`src/art_pkg.sv`:
```
// constants for the auto-reload timer capture and one-pulse block
package art_pkg;
  // counter width and limits
  localparam int unsigned CNT_W    = 12;
  localparam logic [11:0] CNT_MAX  = 12'hFFF;
  localparam logic [11:0] CNT_ZERO = 12'h000;
  // byte offsets of the registers
  localparam logic [7:0] OFS_CTRL  = 8'h00;
  localparam logic [7:0] OFS_CTRL2 = 8'h04;
  localparam logic [7:0] OFS_CH3   = 8'h08;
  localparam logic [7:0] OFS_CH2   = 8'h0C;
  localparam logic [7:0] OFS_CAPH  = 8'h10;
  localparam logic [7:0] OFS_CAPL  = 8'h14;
  localparam logic [7:0] OFS_CNT1  = 8'h18;
  localparam logic [7:0] OFS_CNT2  = 8'h1C;
  localparam logic [7:0] OFS_RLD1  = 8'h20;
  localparam logic [7:0] OFS_RLD2  = 8'h24;
  localparam logic [7:0] OFS_DUT2  = 8'h28;
  localparam logic [7:0] OFS_DUT3  = 8'h2C;
  localparam logic [7:0] OFS_BRK   = 8'h30;
  // control register fields
  localparam int unsigned B_CAPF   = 6;
  localparam int unsigned B_CAPIE  = 5;
  localparam int unsigned B_CKSEL  = 3;
  // second control register fields
  localparam int unsigned B_SRC    = 0;
  localparam int unsigned B_EN2    = 1;
  localparam int unsigned B_TRANSFER_TWO  = 2;
  localparam int unsigned B_FRC1   = 3;
  localparam int unsigned B_FRC2   = 4;
  localparam int unsigned B_OVERFLOW_FLAG_TWO   = 5;
  localparam int unsigned B_OVIE2  = 6;
  // channel control fields
  localparam int unsigned B_OPEN   = 3;
  localparam int unsigned B_ONE_PULSE_EDGE_SELECT = 2;
  localparam int unsigned B_POL    = 1;
  // break register field
  localparam int unsigned B_BRK    = 0;
  // counter clock select codes
  localparam logic [1:0] CK_OFF    = 2'h0;
  localparam logic [1:0] CK_LITE   = 2'h1;
  localparam logic [1:0] CK_CPU    = 2'h2;
  localparam logic [1:0] CK_FAST   = 2'h3;
  // reset values
  localparam logic [11:0] RST_CNT  = 12'h000;
  localparam logic [11:0] RST_RLD  = 12'h000;
  localparam logic [11:0] RST_DUT  = 12'h000;
endpackage

```
`src/art_timer.sv`:
```
// timer core: input capture, one-pulse counter two, forced overflow, apb slave
`timescale 1ns/1ps
`default_nettype none

// Function
// capture edge copies counter one into hold
// capture sets flag; irq when enabled
// reading either capture half clears flag
// further captures ignored while flag set
// source select picks lite capture pin
// clock select 01 uses lite tick
// software sequence for changing capture source
// one-pulse only counter two, enabled bit
// edge select chooses trigger edge
// trigger clears counter two, output high
// early triggers ignored, later ones restart
// untriggered: count to reload, restart high
// output two same with own duty
// enable and edge bits act immediately
// polarity updates at overflow with transfer
// trigger to clear within 2-3 cycles
// priority: break, trigger, force, restart, normal
// overflow event on every counter-two restart
// software keeps reload above duty values
// break resets counter two, duty, reload
// force loads FFF, overflow, then reload
// force bit cleared at own overflow
// edge select 0 falling, 1 rising
// pins synchronised before edge detection
module art_timer
  import art_pkg::*;
#(
  parameter int unsigned CW = 12
) (
  // apb clock and reset
  input  wire logic        pclk,
  input  wire logic        presetn,
  // apb slave
  input  wire logic        psel,
  input  wire logic        penable,
  input  wire logic        pwrite,
  input  wire logic [7:0]  paddr,
  input  wire logic [31:0] pwdata,
  output logic [31:0]      prdata,
  output logic             pready,
  output logic             pslverr,
  // external pins
  input  wire logic        capture_pin,
  input  wire logic        lite_capture_pin,
  input  wire logic        lite_tick,
  // outputs
  output logic             output_two,
  output logic             output_three,
  output logic             capture_irq,
  output logic             overflow_two_irq
);
  import art_pkg::*;

  if (CW != CNT_W) begin : g_chk
    $error("art_timer supports only a 12-bit counter");
  end

  // synchronisers: first stage is read only by the second
  logic [2:0] sync1_ff, sync2_ff, last_ff;
  always_ff @(posedge pclk or negedge presetn) begin
    if (!presetn) begin
      sync1_ff <= 3'h0;
      sync2_ff <= 3'h0;
      last_ff  <= 3'h0;
    end else begin
      sync1_ff <= {lite_tick, lite_capture_pin, capture_pin};
      sync2_ff <= sync1_ff;
      last_ff  <= sync2_ff;
    end
  end

  // edges from synchronised levels
  wire cap_rise  = sync2_ff[0] & ~last_ff[0];
  wire cap_fall  = ~sync2_ff[0] & last_ff[0];
  wire lcap_rise = sync2_ff[1] & ~last_ff[1];
  wire lcap_fall = ~sync2_ff[1] & last_ff[1];
  wire lite_edge = sync2_ff[2] & ~last_ff[2];

  // control state
  logic        capf_ff, capie_ff, src_ff, en2_ff, transfer_two_ff;
  logic        frc1_ff, frc2_ff, overflow_flag_two_ff, ovie2_ff, brk_ff;
  logic        open_ff, one_pulse_edge_select_ff, pol2_ff, pol3_ff;
  logic [1:0]  cksel_ff;
  logic [11:0] hold_ff, cnt1_ff, cnt2_ff, rld1_ff, rld2_ff;
  logic [11:0] dut2_ff, dut3_ff, act2_ff, act3_ff;
  logic        apol2_ff, apol3_ff, raw2_ff, raw3_ff, armed_ff;

  // apb decode; zero wait states
  wire acc    = psel & penable;
  wire wr     = acc & pwrite;
  wire rd     = acc & ~pwrite;
  wire hit_ctrl  = paddr == OFS_CTRL;
  wire hit_ctrl2 = paddr == OFS_CTRL2;
  wire hit_ch3   = paddr == OFS_CH3;
  wire hit_ch2   = paddr == OFS_CH2;
  wire hit_caph  = paddr == OFS_CAPH;
  wire hit_capl  = paddr == OFS_CAPL;
  wire hit_cnt1  = paddr == OFS_CNT1;
  wire hit_cnt2  = paddr == OFS_CNT2;
  wire hit_rld1  = paddr == OFS_RLD1;
  wire hit_rld2  = paddr == OFS_RLD2;
  wire hit_dut2  = paddr == OFS_DUT2;
  wire hit_dut3  = paddr == OFS_DUT3;
  wire hit_brk   = paddr == OFS_BRK;
  wire mapped = hit_ctrl | hit_ctrl2 | hit_ch3 | hit_ch2 | hit_caph
              | hit_capl | hit_cnt1 | hit_cnt2 | hit_rld1 | hit_rld2
              | hit_dut2 | hit_dut3 | hit_brk;
  assign pready  = 1'b1;
  assign pslverr = acc & ~mapped;

  // write strobes
  wire wr_ctrl  = wr & hit_ctrl;
  wire wr_ctrl2 = wr & hit_ctrl2;
  wire wr_frc1  = wr_ctrl2 & pwdata[B_FRC1];
  wire wr_frc2  = wr_ctrl2 & pwdata[B_FRC2];

  // counter tick from clock select
  wire tick = (cksel_ff == CK_LITE) ? lite_edge
            : (cksel_ff != CK_OFF);

  // capture path
  wire cap_edge = src_ff ? (lcap_rise | lcap_fall)
                         : (cap_rise | cap_fall);
  wire cap_take = cap_edge & ~capf_ff;
  wire cap_clr  = rd & (hit_caph | hit_capl) & capf_ff;
  wire nxt_capf = cap_take | (capf_ff & ~cap_clr);

  always_ff @(posedge pclk or negedge presetn) begin
    if (!presetn) begin
      capf_ff <= 1'b0;
      hold_ff <= RST_CNT;
    end else begin
      capf_ff <= nxt_capf;
      if (cap_take) begin
        hold_ff <= cnt1_ff;
      end
    end
  end

  // counter one with forced overflow
  wire wrap1 = tick & (cnt1_ff == CNT_MAX);
  logic [11:0] nxt_cnt1;
  assign nxt_cnt1 = wr_frc1 ? CNT_MAX
                  : wrap1 ? rld1_ff
                  : tick ? cnt1_ff + 12'h001
                  : cnt1_ff;

  always_ff @(posedge pclk or negedge presetn) begin
    if (!presetn) begin
      cnt1_ff <= RST_CNT;
    end else begin
      cnt1_ff <= nxt_cnt1;
    end
  end

  // counter two: one-pulse only when the second counter runs
  wire op     = open_ff & en2_ff;
  wire run2   = en2_ff & tick & ~brk_ff;
  wire trg_e  = one_pulse_edge_select_ff ? lcap_rise : lcap_fall;
  wire trig   = op & trg_e & armed_ff & ~brk_ff;
  wire at_max = cnt2_ff == CNT_MAX;
  wire at_rld = op & (cnt2_ff == rld2_ff);
  wire wrap2  = run2 & (at_max | at_rld);
  wire overflow_flag_two_evt = trig | (wrap2 & ~wr_frc2);
  wire load2  = overflow_flag_two_evt & transfer_two_ff;

  // counter two next value, resolved in priority order
  logic [11:0] nxt_cnt2;
  assign nxt_cnt2 = brk_ff ? RST_CNT
                  : trig ? CNT_ZERO
                  : wr_frc2 ? CNT_MAX
                  : wrap2 ? (op ? CNT_ZERO : rld2_ff)
                  : run2 ? cnt2_ff + 12'h001
                  : cnt2_ff;

  // pulse state: high at restart, low at active duty match
  wire m2 = cnt2_ff == act2_ff;
  wire m3 = cnt2_ff == act3_ff;
  wire nxt_raw2 = brk_ff ? 1'b0
                : overflow_flag_two_evt ? 1'b1
                : m2 ? 1'b0
                : raw2_ff;
  wire nxt_raw3 = brk_ff ? 1'b0
                : overflow_flag_two_evt ? 1'b1
                : m3 ? 1'b0
                : raw3_ff;
  wire nxt_armed = ~overflow_flag_two_evt & (armed_ff | m3);

  always_ff @(posedge pclk or negedge presetn) begin
    if (!presetn) begin
      cnt2_ff  <= RST_CNT;
      raw2_ff  <= 1'b0;
      raw3_ff  <= 1'b0;
      armed_ff <= 1'b1;
    end else begin
      cnt2_ff  <= nxt_cnt2;
      raw2_ff  <= nxt_raw2;
      raw3_ff  <= nxt_raw3;
      armed_ff <= nxt_armed;
    end
  end

  // active duty and polarity, transferred at counter-two overflow
  always_ff @(posedge pclk or negedge presetn) begin
    if (!presetn) begin
      act2_ff  <= RST_DUT;
      act3_ff  <= RST_DUT;
      apol2_ff <= 1'b0;
      apol3_ff <= 1'b0;
    end else if (brk_ff) begin
      act2_ff  <= RST_DUT;
      act3_ff  <= RST_DUT;
    end else if (load2) begin
      act2_ff  <= dut2_ff;
      act3_ff  <= dut3_ff;
      apol2_ff <= pol2_ff;
      apol3_ff <= pol3_ff;
    end
  end

  // polarity that goes live at this edge; the inverter must switch together
  // with the restart, else the stale polarity leaks out for one cycle
  // at every counter-two overflow that transfers a new polarity
  wire nxt_apol2 = (~brk_ff & load2) ? pol2_ff : apol2_ff;
  wire nxt_apol3 = (~brk_ff & load2) ? pol3_ff : apol3_ff;

  // registered outputs; break forces low after the inverter
  wire nxt_out2 = ~brk_ff & (nxt_raw2 ^ nxt_apol2);
  wire nxt_out3 = ~brk_ff & (nxt_raw3 ^ nxt_apol3);
  always_ff @(posedge pclk or negedge presetn) begin
    if (!presetn) begin
      output_two   <= 1'b0;
      output_three <= 1'b0;
    end else begin
      output_two   <= nxt_out2;
      output_three <= nxt_out3;
    end
  end

  // interrupt requests are plain levels of flag and enable
  assign capture_irq      = capf_ff & capie_ff;
  assign overflow_two_irq = overflow_flag_two_ff & ovie2_ff;

  // force and overflow flags: a set beats a clear in the same cycle
  wire overflow_flag_two_clr  = rd & hit_ctrl2;
  wire nxt_overflow_flag_two  = overflow_flag_two_evt | (overflow_flag_two_ff & ~overflow_flag_two_clr);
  wire nxt_frc1  = wr_frc1 | (frc1_ff & ~wrap1);
  wire nxt_frc2  = wr_frc2 | (frc2_ff & ~overflow_flag_two_evt);

  always_ff @(posedge pclk or negedge presetn) begin
    if (!presetn) begin
      overflow_flag_two_ff <= 1'b0;
      frc1_ff <= 1'b0;
      frc2_ff <= 1'b0;
    end else begin
      overflow_flag_two_ff <= nxt_overflow_flag_two;
      frc1_ff <= nxt_frc1;
      frc2_ff <= nxt_frc2;
    end
  end

  // software control bits; source select order is up to software
  always_ff @(posedge pclk or negedge presetn) begin
    if (!presetn) begin
      capie_ff <= 1'b0;
      cksel_ff <= CK_OFF;
      src_ff   <= 1'b0;
      en2_ff   <= 1'b0;
      transfer_two_ff <= 1'b1;
      ovie2_ff <= 1'b0;
    end else begin
      if (wr_ctrl) begin
        capie_ff <= pwdata[B_CAPIE];
        cksel_ff <= pwdata[B_CKSEL +: 2];
      end
      if (wr_ctrl2) begin
        src_ff   <= pwdata[B_SRC];
        en2_ff   <= pwdata[B_EN2];
        transfer_two_ff <= pwdata[B_TRANSFER_TWO];
        ovie2_ff <= pwdata[B_OVIE2];
      end
    end
  end

  // channel control and break bits
  always_ff @(posedge pclk or negedge presetn) begin
    if (!presetn) begin
      open_ff   <= 1'b0;
      one_pulse_edge_select_ff <= 1'b0;
      pol3_ff   <= 1'b0;
      pol2_ff   <= 1'b0;
      brk_ff    <= 1'b0;
    end else begin
      if (wr & hit_ch3) begin
        open_ff   <= pwdata[B_OPEN];
        one_pulse_edge_select_ff <= pwdata[B_ONE_PULSE_EDGE_SELECT];
        pol3_ff   <= pwdata[B_POL];
      end
      if (wr & hit_ch2) begin
        pol2_ff <= pwdata[B_POL];
      end
      if (wr & hit_brk) begin
        brk_ff <= pwdata[B_BRK];
      end
    end
  end

  // reload and duty preloads; break returns the counter-two set
  always_ff @(posedge pclk or negedge presetn) begin
    if (!presetn) begin
      rld1_ff <= RST_RLD;
      rld2_ff <= RST_RLD;
      dut2_ff <= RST_DUT;
      dut3_ff <= RST_DUT;
    end else begin
      if (wr & hit_rld1) begin
        rld1_ff <= pwdata[11:0];
      end
      if (brk_ff) begin
        rld2_ff <= RST_RLD;
        dut2_ff <= RST_DUT;
        dut3_ff <= RST_DUT;
      end else begin
        if (wr & hit_rld2) begin
          rld2_ff <= pwdata[11:0];
        end
        if (wr & hit_dut2) begin
          dut2_ff <= pwdata[11:0];
        end
        if (wr & hit_dut3) begin
          dut3_ff <= pwdata[11:0];
        end
      end
    end
  end

  // read words assembled from state
  wire [31:0] rd_ctrl = {25'h0, capf_ff, capie_ff, cksel_ff, 3'h0};
  wire [31:0] rd_ctrl2 = {25'h0, ovie2_ff, overflow_flag_two_ff, frc2_ff, frc1_ff,
                          transfer_two_ff, en2_ff, src_ff};
  wire [31:0] rd_ch3 = {28'h0, open_ff, one_pulse_edge_select_ff, pol3_ff, 1'b0};
  wire [31:0] rd_ch2 = {30'h0, pol2_ff, 1'b0};

  // read mux; unmapped reads return zero
  always_comb begin
    prdata = 32'h0;
    unique case (1'b1)
      hit_ctrl:  prdata = rd_ctrl;
      hit_ctrl2: prdata = rd_ctrl2;
      hit_ch3:   prdata = rd_ch3;
      hit_ch2:   prdata = rd_ch2;
      hit_caph:  prdata = {28'h0, hold_ff[11:8]};
      hit_capl:  prdata = {24'h0, hold_ff[7:0]};
      hit_cnt1:  prdata = {20'h0, cnt1_ff};
      hit_cnt2:  prdata = {20'h0, cnt2_ff};
      hit_rld1:  prdata = {20'h0, rld1_ff};
      hit_rld2:  prdata = {20'h0, rld2_ff};
      hit_dut2:  prdata = {20'h0, dut2_ff};
      hit_dut3:  prdata = {20'h0, dut3_ff};
      hit_brk:   prdata = {31'h0, brk_ff};
      default:   prdata = 32'h0;
    endcase
  end

endmodule // art_timer

`default_nettype wire

```
`config.mk`:
```
export PLATFORM = sky130hd
export DESIGN_NAME = art_timer
export DESIGN_NICKNAME = d
export VERILOG_FILES = /design/src/art_pkg.sv /design/src/art_timer.sv
export SDC_FILE = /design/constraint.sdc
export NUM_CORES = 1
export LEC_CHECK = 0
export BUFFER_PORTS_ARGS = -buffer_cell sky130_fd_sc_hd__buf_2
export CAP_MARGIN = 15
export CORE_MARGIN = 3
export CORE_UTILIZATION = 55
export DETAILED_ROUTE_END_ITERATION = 6
export HOLD_SLACK_MARGIN = 0.06
export MAX_ROUTING_LAYER = met4
export PLACE_DENSITY = 0.75
export SYNTH_ARGS = -nofsm -noshare
export SYNTH_HDL_FRONTEND = slang
export SYNTH_SLANG_ARGS = --single-unit
```
`constraint.sdc`:
```
create_clock -name pclk -period 2.5 [get_ports pclk]
set_input_delay 0.25 -clock pclk [delete_from_list [all_inputs] [get_ports pclk]]
set_output_delay 0.25 -clock pclk [all_outputs]
set_load 0.005 [all_outputs]
```
==> results of run 1 <==
-- power by group --
part,internal (mW),total (mW),switching (mW),leakage [nW]
Combinational,0.363,0.881,0.518,2.01
Clock,1.47,2.51,1.04,0.289
Sequential,2.48,2.74,0.261,1.84
-- per-stage QoR --
stage	hold slack [ns]	cells	area, µm²	worst slack [ns]
after floorplan	-0.04559	802	7969	0.2725
after global placement	0.2579	1001	8327	0.03863
after detailed placement	0.2646	1001	8327	0.02545
after CTS	0.1016	1037	8959	0.02515
after global routing	0.1171	1038	8974	0.03359
final	0.1111	1038	8974	0.1139
-- logic make-up (layout without fill, tap and decap cells) --
family	Yosys count	after routing	synth area share [%]
muxes	70	70	10.77
buffers and inverters	79	134	6.369
and+or+nand+nor	278	279	18.79
adders and majority gates	4	4	0.6337
xor gates and xnor gates	48	48	5.323
DFF	140	140	44.39
AOI/OAI and AO/OA	162	162	13.62
other	2	21	0.09509
-- area by class of cell --
type	instances	area (µm²)	share of cell area, %
inverter	6	22.52	0.2510
clock inverter	12	125.1	1.394
tap	180	225.2	2.510
clock buffer	20	466.7	5.201
multi-input combinational	584	3974	44.28
timing repair buffer	96	651.9	7.264
sequential	140	3508	39.10
-- metal layers --
layer  part of all wire, %  global-route usage (%)  vias to the layer above  routed length [µm]
met1                    42                   42.22                     3263                9979
li1                      -                       -                     2918                   -
met4                   2.8                   10.73                        0                 673
met2                    47                   47.61                      327               11090
met3                   8.8                   7.379                       65                2104
met5                     0                       -                        -                   0
-- path summary, 6_finish.rpt --
kind / start / to / slack (ns) / cells past startpoint
hold reg to reg: sync1_ff[1] / sync2_ff[1] / 0.35 / 0
min in group asynchronous: presetn / apol3_ff / 0.38 / 2
setup / recovery: cnt2_ff[5] / cnt2_ff[2] / 0.11 / 7
setup reg to reg: cnt2_ff[5] / cnt2_ff[2] / 0.11 / 7
max in group asynchronous: presetn / cnt1_ff[3] / 1.35 / 3
hold / removal: pwdata[9] / dut2_ff[9] / 0.11 / 3
-- registers in the layout, summed over array words and instances (netlist names), 2 cells and up --
| register | flops |
|---|---|
| act2_ff | 12 |
| act3_ff | 12 |
| cnt1_ff | 12 |
| cnt2_ff | 12 |
| dut2_ff | 12 |
| dut3_ff | 12 |
| hold_ff | 12 |
| rld1_ff | 12 |
| rld2_ff | 12 |
| last_ff | 3 |
| sync1_ff | 3 |
| sync2_ff | 3 |
| cksel_ff | 2 |
-- cell usage after synthesis (7+ instances only) --
library cell	instances	share of area, %
nand2_1	102	4.8
and3_1	8	0.63
a22o_1	13	1.4
clkbuf_1	29	1.4
and4_1	7	0.78
dfrtp_1	138	44
a31oi_1	8	0.63
buf_4	24	2.3
xnor2_1	30	3.3
o21ai_0	30	1.9
xor2_1	18	2.0
mux2_2	48	6.8
a21oi_1	51	3.2
mux2_4	18	3.4
and2b_2	10	1.1
nand3_1	52	3.3
nor2_1	23	1.1
a22oi_1	19	1.8
nor3_1	11	0.70
a32oi_1	7	0.78
nand4_1	15	1.2
a222oi_1	9	1.1
nor2b_1	16	1.3
-- worst max-delay path: stages (launching register included) --
cell	delay, ns
dfrtp_2	0.51
and4_1	0.31
nand4_1	0.21
or2_1	0.31
a21oi_1	0.23
buf_4	0.20
mux2_2	0.34
a21oi_1	0.18
-- cell usage in the layout (no fill, tap or decap), types with 6 or more instances in the layout --
cell type and n:
a222oi_1 9, nand4_1 15, and2_1 6, inv_1 6
nor2b_1 16, a32oi_1 7, mux2_2 48, nand2_1 102
xor2_1 18, dfrtp_1 136, clkbuf_16 17, conb_1 21
nand3_1 52, nor3_1 11, and2b_2 10, a22oi_1 19
mux2_4 18, a31oi_1 8, a21oi_1 51, o21ai_0 30
xnor2_1 30, buf_2 43, nor2_1 23, a22o_1 13
and4_1 7, and3_1 8, buf_4 46
-- timing repair --
item                       in CTS  in global routing
resized for setup               0                  2
setup endpoints to repair       0                 30
hold buffers                    4                  0
hold endpoints to repair       57                  0
setup buffers                   0                  0
==> impl_metrics.py, run 1 <==
metrics = {
    "outcome": {
        "outcome": "completed",
    },
    "cells_and_area": {
        "layout.nets": 897,
        "antennaDiodeCount": 0,
        "fill_cells": 1134,
        "syn_to_final_growth_pct": 13.62,
        "fin_util_pct": 64.15,
        "drive_above_1_share_pct": 25.41,
    },
    "power_and_ir_drop": {
        "leakage_nw": 4.143,
        "p_total_mw": 6.128,
        "vdd_drop_max_mv": 0.6445,
        "power.density_nw_per_um2": 682.9,
    },
    "global_routing": {
        "gr-usage-all-layers_pct": 31.50,
        "antenna_found_initial": 0,
        "grt_pass1_wl_um": 37580,
        "grt_pass1_vias": 6481,
        "overflow": 0,
        "grt_max_degree": 68,
    },
    "sta": {
        "final.min_clock_period_ns": 2.386,
        "clock.fmax_mhz": 419.1,
        "drv_slew": 0,
        "tightest_slew_ns": 0.9412,
        "finalHoldViolations": 0,
        "final.setup_skew_ns": 0.008368,
        "final.setup.tns_ns": 0,
        "period_share_pct": 95.45,
        "setup_viol": 0,
        "rsz0062_at_grt": "no",
        "relSlewSlack_pct": 36.96,
    },
    "logic_synthesis": {
        "synth_ff_type": "dfrtp_1",
        "ys_ff_latch": 140,
        "yosysWarnings": 0,
        "netlist_area_um2": 7898,
        "synthCells": 783,
        "synth_async_sr_flop_share_pct": 100.0,
        "synth_edf_count": 0,
        "seq_area_frac_synth_pct": 44.39,
        "synthDistinctLibCells": 70,
        "syn_area_per_cell_um2": 10.09,
    },
    "placement": {
        "dp_hpwl_um": 17220,
        "portBuffers": 44,
        "place.gp.congestion": 0.9549,
    },
    "drt": {
        "totalWireLength_um": 23850,
        "drt_pass1_iterations": 7,
        "wl_per_cell_um": 22.98,
        "detail-route-antenna-nets": 0,
        "vias": 6573,
        "drt_iter0_drc": 763,
        "vias_per_cell": 6.332,
        "drc": 0,
    },
    "critical_path": {
        "cp-end-kind": "flip-flop",
        "startpoint_type": "flip-flop",
        "cp_max_fo": 8,
        "worst-setup-path-type": "reg2reg",
        "critical_path_required_ns": 2.83,
        "crit_arrival_ns": 2.72,
    },
    "floorplan": {
        "core_area_um2": 13990,
        "rows": 43,
        "die-width_um": 125.8,
        "start_util_pct": 56.46,
        "die_area_um2": 15830,
        "io_pins": 86,
        "die_y_um": 125.8,
    },
    "clock_network": {
        "root_buffer": "clkbuf_16",
        "cts.path.max_buffers": 2,
        "cts-buffers-inserted": 17,
        "h-tree-depth": 4,
        "clkSinkCount": 140,
        "cts_tree": "yes",
        "clk_pin_slew_worst_paths_ns": 0.06,
        "clock_latency_ns": 0.43,
    },
    "job": {
        "maxCapViolCount": 0,
    },
    "hold_path": {
        "hold_class": "in2reg",
    },
}
(Power assumes the default switching activity.)
==> run 2: changes to the inputs <==
CORE_MARGIN = 8   (was 3)
HOLD_SLACK_MARGIN = 0.03   (was 0.06)
clock period = 2.4 ns   (was 2.5 ns; I/O delays follow)
==> impl_metrics.py, run 2 (same netlist as run 1, synthesis figures left out) <==
metrics = {
    "drt": {
        "drc": 0,
        "drt_pass1_iterations": 6,
        "vias": 6727,
        "vias_per_cell": 6.394,
        "wl_per_cell_um": 23.24,
        "detail-route-antenna-nets": 0,
        "drt_iter0_drc": 840,
        "totalWireLength_um": 24450,
    },
    "clock_network": {
        "clkSinkCount": 140,
        "cts.path.max_buffers": 2,
        "h-tree-depth": 4,
        "cts-buffers-inserted": 17,
        "cts_tree": "yes",
        "root_buffer": "clkbuf_16",
        "clock_latency_ns": 0.43,
        "clk_pin_slew_worst_paths_ns": 0.06,
    },
    "global_routing": {
        "antenna_found_initial": 0,
        "grt_max_degree": 56,
        "grt_pass1_wl_um": 38270,
        "grt_pass1_vias": 6858,
        "overflow": 0,
        "gr-usage-all-layers_pct": 27.98,
    },
    "cells_and_area": {
        "layout.nets": 911,
        "antennaDiodeCount": 0,
        "mostFrequentLayoutCell": "dfrtp_1",
        "finalNonFillerCells": 1052,
        "drive_above_1_share_pct": 26.61,
        "syn_to_final_growth_pct": 15.11,
        "fill_cells": 1132,
        "mostFrequentLayoutCells": "dfrtp_1, nand2_1, buf_4, nand3_1, a21oi_1",
        "fin_util_pct": 65.24,
    },
    "critical_path": {
        "rr_startpoint": "cnt2_ff[2]",
        "cp-end-kind": "output pin",
        "critical_path_required_ns": 2.16,
        "r2r_cells": 7,
        "r2r_slack_ns": 0.12,
        "startpoint_type": "flip-flop",
        "crit_arrival_ns": 2.08,
        "worst-setup-path-type": "reg2out",
        "rr_endpoint": "act3_ff[9]",
        "cp_max_fo": 7,
    },
    "sta": {
        "relSlewSlack_pct": 38.76,
        "final.setup_skew_ns": 0.01144,
        "period_share_pct": 96.85,
        "clock.fmax_mhz": 430.2,
        "final.min_clock_period_ns": 2.324,
        "finalHoldViolations": 0,
        "setup_viol": 0,
        "drv_slew": 0,
        "tightest_slew_ns": 0.9143,
        "rsz0062_at_grt": "no",
        "fin_ws_ns": 0.07555,
    },
    "floorplan": {
        "die-width_um": 135.8,
        "die_area_um2": 18450,
        "start_util_pct": 56.68,
        "die_y_um": 135.8,
        "core_area_um2": 13930,
        "io_pins": 86,
        "rows": 43,
    },
    "hold_path": {
        "hold_path_end": "overflow_flag_two_ff",
        "hold_class": "in2reg",
        "worstHoldPathCells": 3,
        "hold_start": "pwrite",
    },
    "placement": {
        "placed_cells": 1015,
        "dp_worst_setup_slack_ns": -0.05129,
        "portBuffers": 44,
        "place.gp.congestion": 0.9648,
        "dp_hpwl_um": 17720,
    },
    "outcome": {
        "outcome": "completed",
    },
    "job": {
        "maxCapViolCount": 0,
    },
    "power_and_ir_drop": {
        "power.density_nw_per_um2": 710.9,
        "vdd_drop_max_mv": 0.7179,
        "leakage_nw": 4.212,
    },
}
[run 2: cell types whose count changed in the layout (fill, tap and decap cells not counted), moves of 2 or more]
cell        delta
clkinvlp_4     +2
clkinv_4       -4
clkbuf_8       -3
clkinv_2       +3
buf_4         +13
[run 2: worst max-delay path: stages (launching register included)]
cell and delay, ns:
dfrtp_1 0.42, buf_4 0.21, a22o_1 0.21, a222oi_1 0.45, o211ai_1 0.20, buf_2 0.17
[run 2: through the flow]
step / power (mW) / cell area [µm²] / hold slack, ns / TNS [ns]
final: 6.463 / 9091 / 0.09743 / 0
after CTS: 6.438 / 9085 / 0.08839 / 0
after global placement: 3.761 / 8444 / 0.2275 / -0.3706
after floorplan: 3.430 / 7969 / -0.05559 / 0
after detailed placement: 3.823 / 8444 / 0.2375 / -1.174
after global routing: 6.695 / 9091 / 0.1021 / 0
[run 2: how the worst max path moves through the flow]
stage | start | endpoint | slack, ns | cells after the start
after global placement | cnt2_ff[0] | act2_ff[8] | -0.02 | 8
final | cnt2_ff[0] | prdata[0] | 0.08 | 5
after global routing | cnt2_ff[0] | prdata[0] | 0.005 | 5
after floorplan | cksel_ff[0] | act2_ff[0] | 0.17 | 9
after detailed placement | cnt2_ff[0] | act2_ff[7] | -0.05 | 8
after CTS | cnt2_ff[0] | act3_ff[9] | 0.03 | 8
[run 2: what timing repair did]
action	in CTS	in global routing
gates resized for setup	1	1
endpoints found under the setup margin	26	14
endpoints found under the hold margin	53	0
gates cloned	1	0
buffers inserted	0	0
hold buffers	4	0
[run 2: layout make-up]
class | instances | area, µm² | share of cell area (%)
Inverter | 6 | 22.52 | 0.2477
Clock buffer | 17 | 425.4 | 4.679
Multi-Input combinational cell | 584 | 3980 | 43.78
Sequential cell | 140 | 3507 | 38.58
Tap cell | 180 | 225.2 | 2.477
Clock inverter | 15 | 161.4 | 1.775
Timing Repair Buffer | 110 | 769.5 | 8.464
[run 2: where the power goes]
part	total, mW	leakage [nW]	internal [mW]	switching (mW)
clock	2.63	0.283	1.55	1.08
sequential	2.86	1.84	2.58	0.282
combinational	0.970	2.09	0.398	0.573
[run 2: metal layers]
| layer | vias up | global-route usage (%) | routed length [µm] | part of all wire (%) |
|---|---|---|---|---|
| met2 | 374 | 42.27 | 11410 | 47 |
| met4 | 0 | 12.46 | 872 | 3.6 |
| met5 | - | - | 0 | 0 |
| met3 | 75 | 6.568 | 2319 | 9.5 |
| li1 | 2940 | - | - | - |
| met1 | 3338 | 35.18 | 9843 | 40 |
==> run 3: changes to the inputs <==
CELL_PAD_IN_SITES_DETAIL_PLACEMENT = 1   (was unset)
CELL_PAD_IN_SITES_GLOBAL_PLACEMENT = 2   (was unset)
CORE_UTILIZATION = 38   (was 55)
PLACE_DENSITY = unset   (was 0.75)
PLACE_DENSITY_LB_ADDON = 0.1   (was unset)
==> impl_metrics.py, run 3 (same netlist as run 1, synthesis figures left out) <==
metrics = {
    "floorplan": {
        "io_pins": 86,
        "start_util_pct": 38.91,
        "die_area_um2": 25650,
        "die_y_um": 160.2,
        "rows": 52,
        "core_area_um2": 20300,
        "die-width_um": 160.2,
    },
    "global_routing": {
        "met2_usage_pct": 36.23,
        "grt_pass1_wl_um": 44910,
        "overflow": 0,
        "grt_pass1_vias": 7037,
        "gr-usage-all-layers_pct": 23.52,
        "antenna_found_initial": 0,
        "met3_usage_pct": 4.293,
        "grt_busiest_layer": "met2",
        "grt_max_degree": 59,
        "use_met1_pct": 31.08,
    },
    "clock_network": {
        "h-tree-depth": 4,
        "clkSinkCount": 140,
        "clk_pin_slew_worst_paths_ns": 0.06,
        "cts_tree": "yes",
        "cts-buffers-inserted": 17,
        "cts.path.max_buffers": 2,
        "root_buffer": "clkbuf_16",
        "clock_latency_ns": 0.43,
    },
    "critical_path": {
        "r2r_cells": 6,
        "r2r_slack_ns": 0.11,
        "rr_startpoint": "last_ff[2]",
        "crit_family": "compound AO/OA/AOI/OAI gates",
        "cp-end-kind": "output pin",
        "worst-setup-path-type": "reg2out",
        "crit_chain": "buf_4, a22o_1, a222oi_1, o211ai_1, buf_2",
        "startpoint_type": "flip-flop",
        "rr_endpoint": "cnt2_ff[8]",
        "critPathBufInv": 2,
        "cp_max_fo": 8,
        "slowest_delay_ns": 0.47,
        "crit_arrival_ns": 2.13,
        "critical_path_required_ns": 2.16,
        "slowest_stage": "a222oi_1",
    },
    "drt": {
        "drc": 0,
        "drt_iter0_drc": 596,
        "wl_per_cell_um": 24.92,
        "drt_pass1_iterations": 7,
        "totalWireLength_um": 28880,
        "detail-route-antenna-nets": 0,
        "vias_per_cell": 5.685,
        "vias": 6589,
    },
    "power_and_ir_drop": {
        "p_sw_mw": 1.972,
        "p_total_mw": 6.413,
        "pwr-share-seq_pct": 44.5,
        "swShare_pct": 30.74,
        "p_comb_share_pct": 15.4,
        "leakage_nw": 4.282,
        "power.density_nw_per_um2": 685.5,
        "clkPwrFrac_pct": 40.1,
        "intPower_mw": 4.442,
        "vdd_drop_max_mv": 0.6225,
    },
    "cells_and_area": {
        "antennaDiodeCount": 0,
        "syn_to_final_growth_pct": 18.46,
        "mostFrequentLayoutCell": "dfrtp_1",
        "drive_above_1_share_pct": 27.90,
        "layout.nets": 928,
        "design_area_um2": 9355,
        "mostFrequentLayoutCells": "dfrtp_1, nand2_1, buf_4, nand3_1, a21oi_1",
    },
    "sta": {
        "drv_slew": 0,
        "tightest_slew_ns": 1.034,
        "setup_viol": 0,
        "worst_hold_slack_ns": 0.09165,
        "final.setup.tns_ns": 0,
        "period_share_pct": 98.92,
        "finalHoldViolations": 0,
        "final.min_clock_period_ns": 2.374,
        "rsz0062_at_grt": "no",
        "final.setup_skew_ns": 0.009830,
        "clock.fmax_mhz": 421.2,
        "fin_ws_ns": 0.02582,
        "relSlewSlack_pct": 30.78,
    },
    "placement": {
        "dp_hpwl_um": 21700,
        "dp_worst_setup_slack_ns": 0.07437,
        "placed_area_um2": 8735,
        "place.gp.congestion": 0.8920,
        "portBuffers": 44,
    },
    "outcome": {
        "outcome": "completed",
    },
    "job": {
        "maxCapViolCount": 0,
    },
    "hold_path": {
        "worstHoldPathCells": 3,
        "hold_path_end": "dut2_ff[9]",
        "hold_start": "pwdata[9]",
        "hold_class": "in2reg",
    },
}
## run 3: area by class of cell
| cell class | count | area, µm² |
|---|---|---|
| multi-input combinational | 583 | 3971 |
| clock buffer | 20 | 446.7 |
| clock inverter | 12 | 115.1 |
| tap | 270 | 337.8 |
| fill | 2296 | 10940 |
| timing repair buffer | 128 | 954.7 |
| sequential | 140 | 3507 |
| inverter | 6 | 22.52 |
## run 3: power by group through the flow
stage          logic, mW  clock network [mW]  registers, mW
3_3_place_gp       0.941                   0           2.87
5_1_grt             1.09                2.72           2.88
4_1_cts            0.984                2.62           2.85
6_report           0.986                2.57           2.86
2_1_floorplan      0.670                   0           2.76
3_5_place_dp       0.970                   0           2.89
## run 3: through the flow
stage / util [%] / instances
2_1_floorplan: - / 802
3_3_place_gp: 43.03 / 1122
5_1_grt: 46.09 / 1159
4_1_cts: 45.99 / 1158
3_5_place_dp: 43.03 / 1122
6_report: 46.09 / 1159
## run 3: routing by layer
| metal | wire length (µm) | share of wire [%] | up-vias |
|---|---|---|---|
| met4 | 619 | 2.1 | 0 |
| met2 | 13700 | 47 | 186 |
| li1 | - | - | 2956 |
| met3 | 1299 | 4.5 | 36 |
| met1 | 13260 | 46 | 3411 |
| met5 | 0 | 0 | - |
## run 3: worst max path at each step
stage	from	to	slack [ns]	cells after the start
after CTS	cnt2_ff[0]	prdata[0]	0.04	5
after global routing	cnt2_ff[0]	prdata[0]	0.003	5
final	cnt2_ff[0]	prdata[0]	0.03	5
after floorplan	cksel_ff[0]	act2_ff[0]	0.17	9
after detailed placement	paddr[1]	rld1_ff[10]	0.07	6
after global placement	paddr[1]	rld1_ff[7]	0.06	6
## run 3: worst register-to-register path: cells and delay by family, from the launching register on
family	cells	cell delay, ns
AOI/OAI and AO/OA	2	0.95
and+or+nand+nor	3	0.56
DFF	1	0.35
buffers and inverters	1	0.25
## run 3: timing repair
action,in CTS,in global routing
resized for setup,0,2
setup buffers,0,1
hold buffers,4,0
hold endpoints to repair,58,0
setup endpoints to repair,0,3
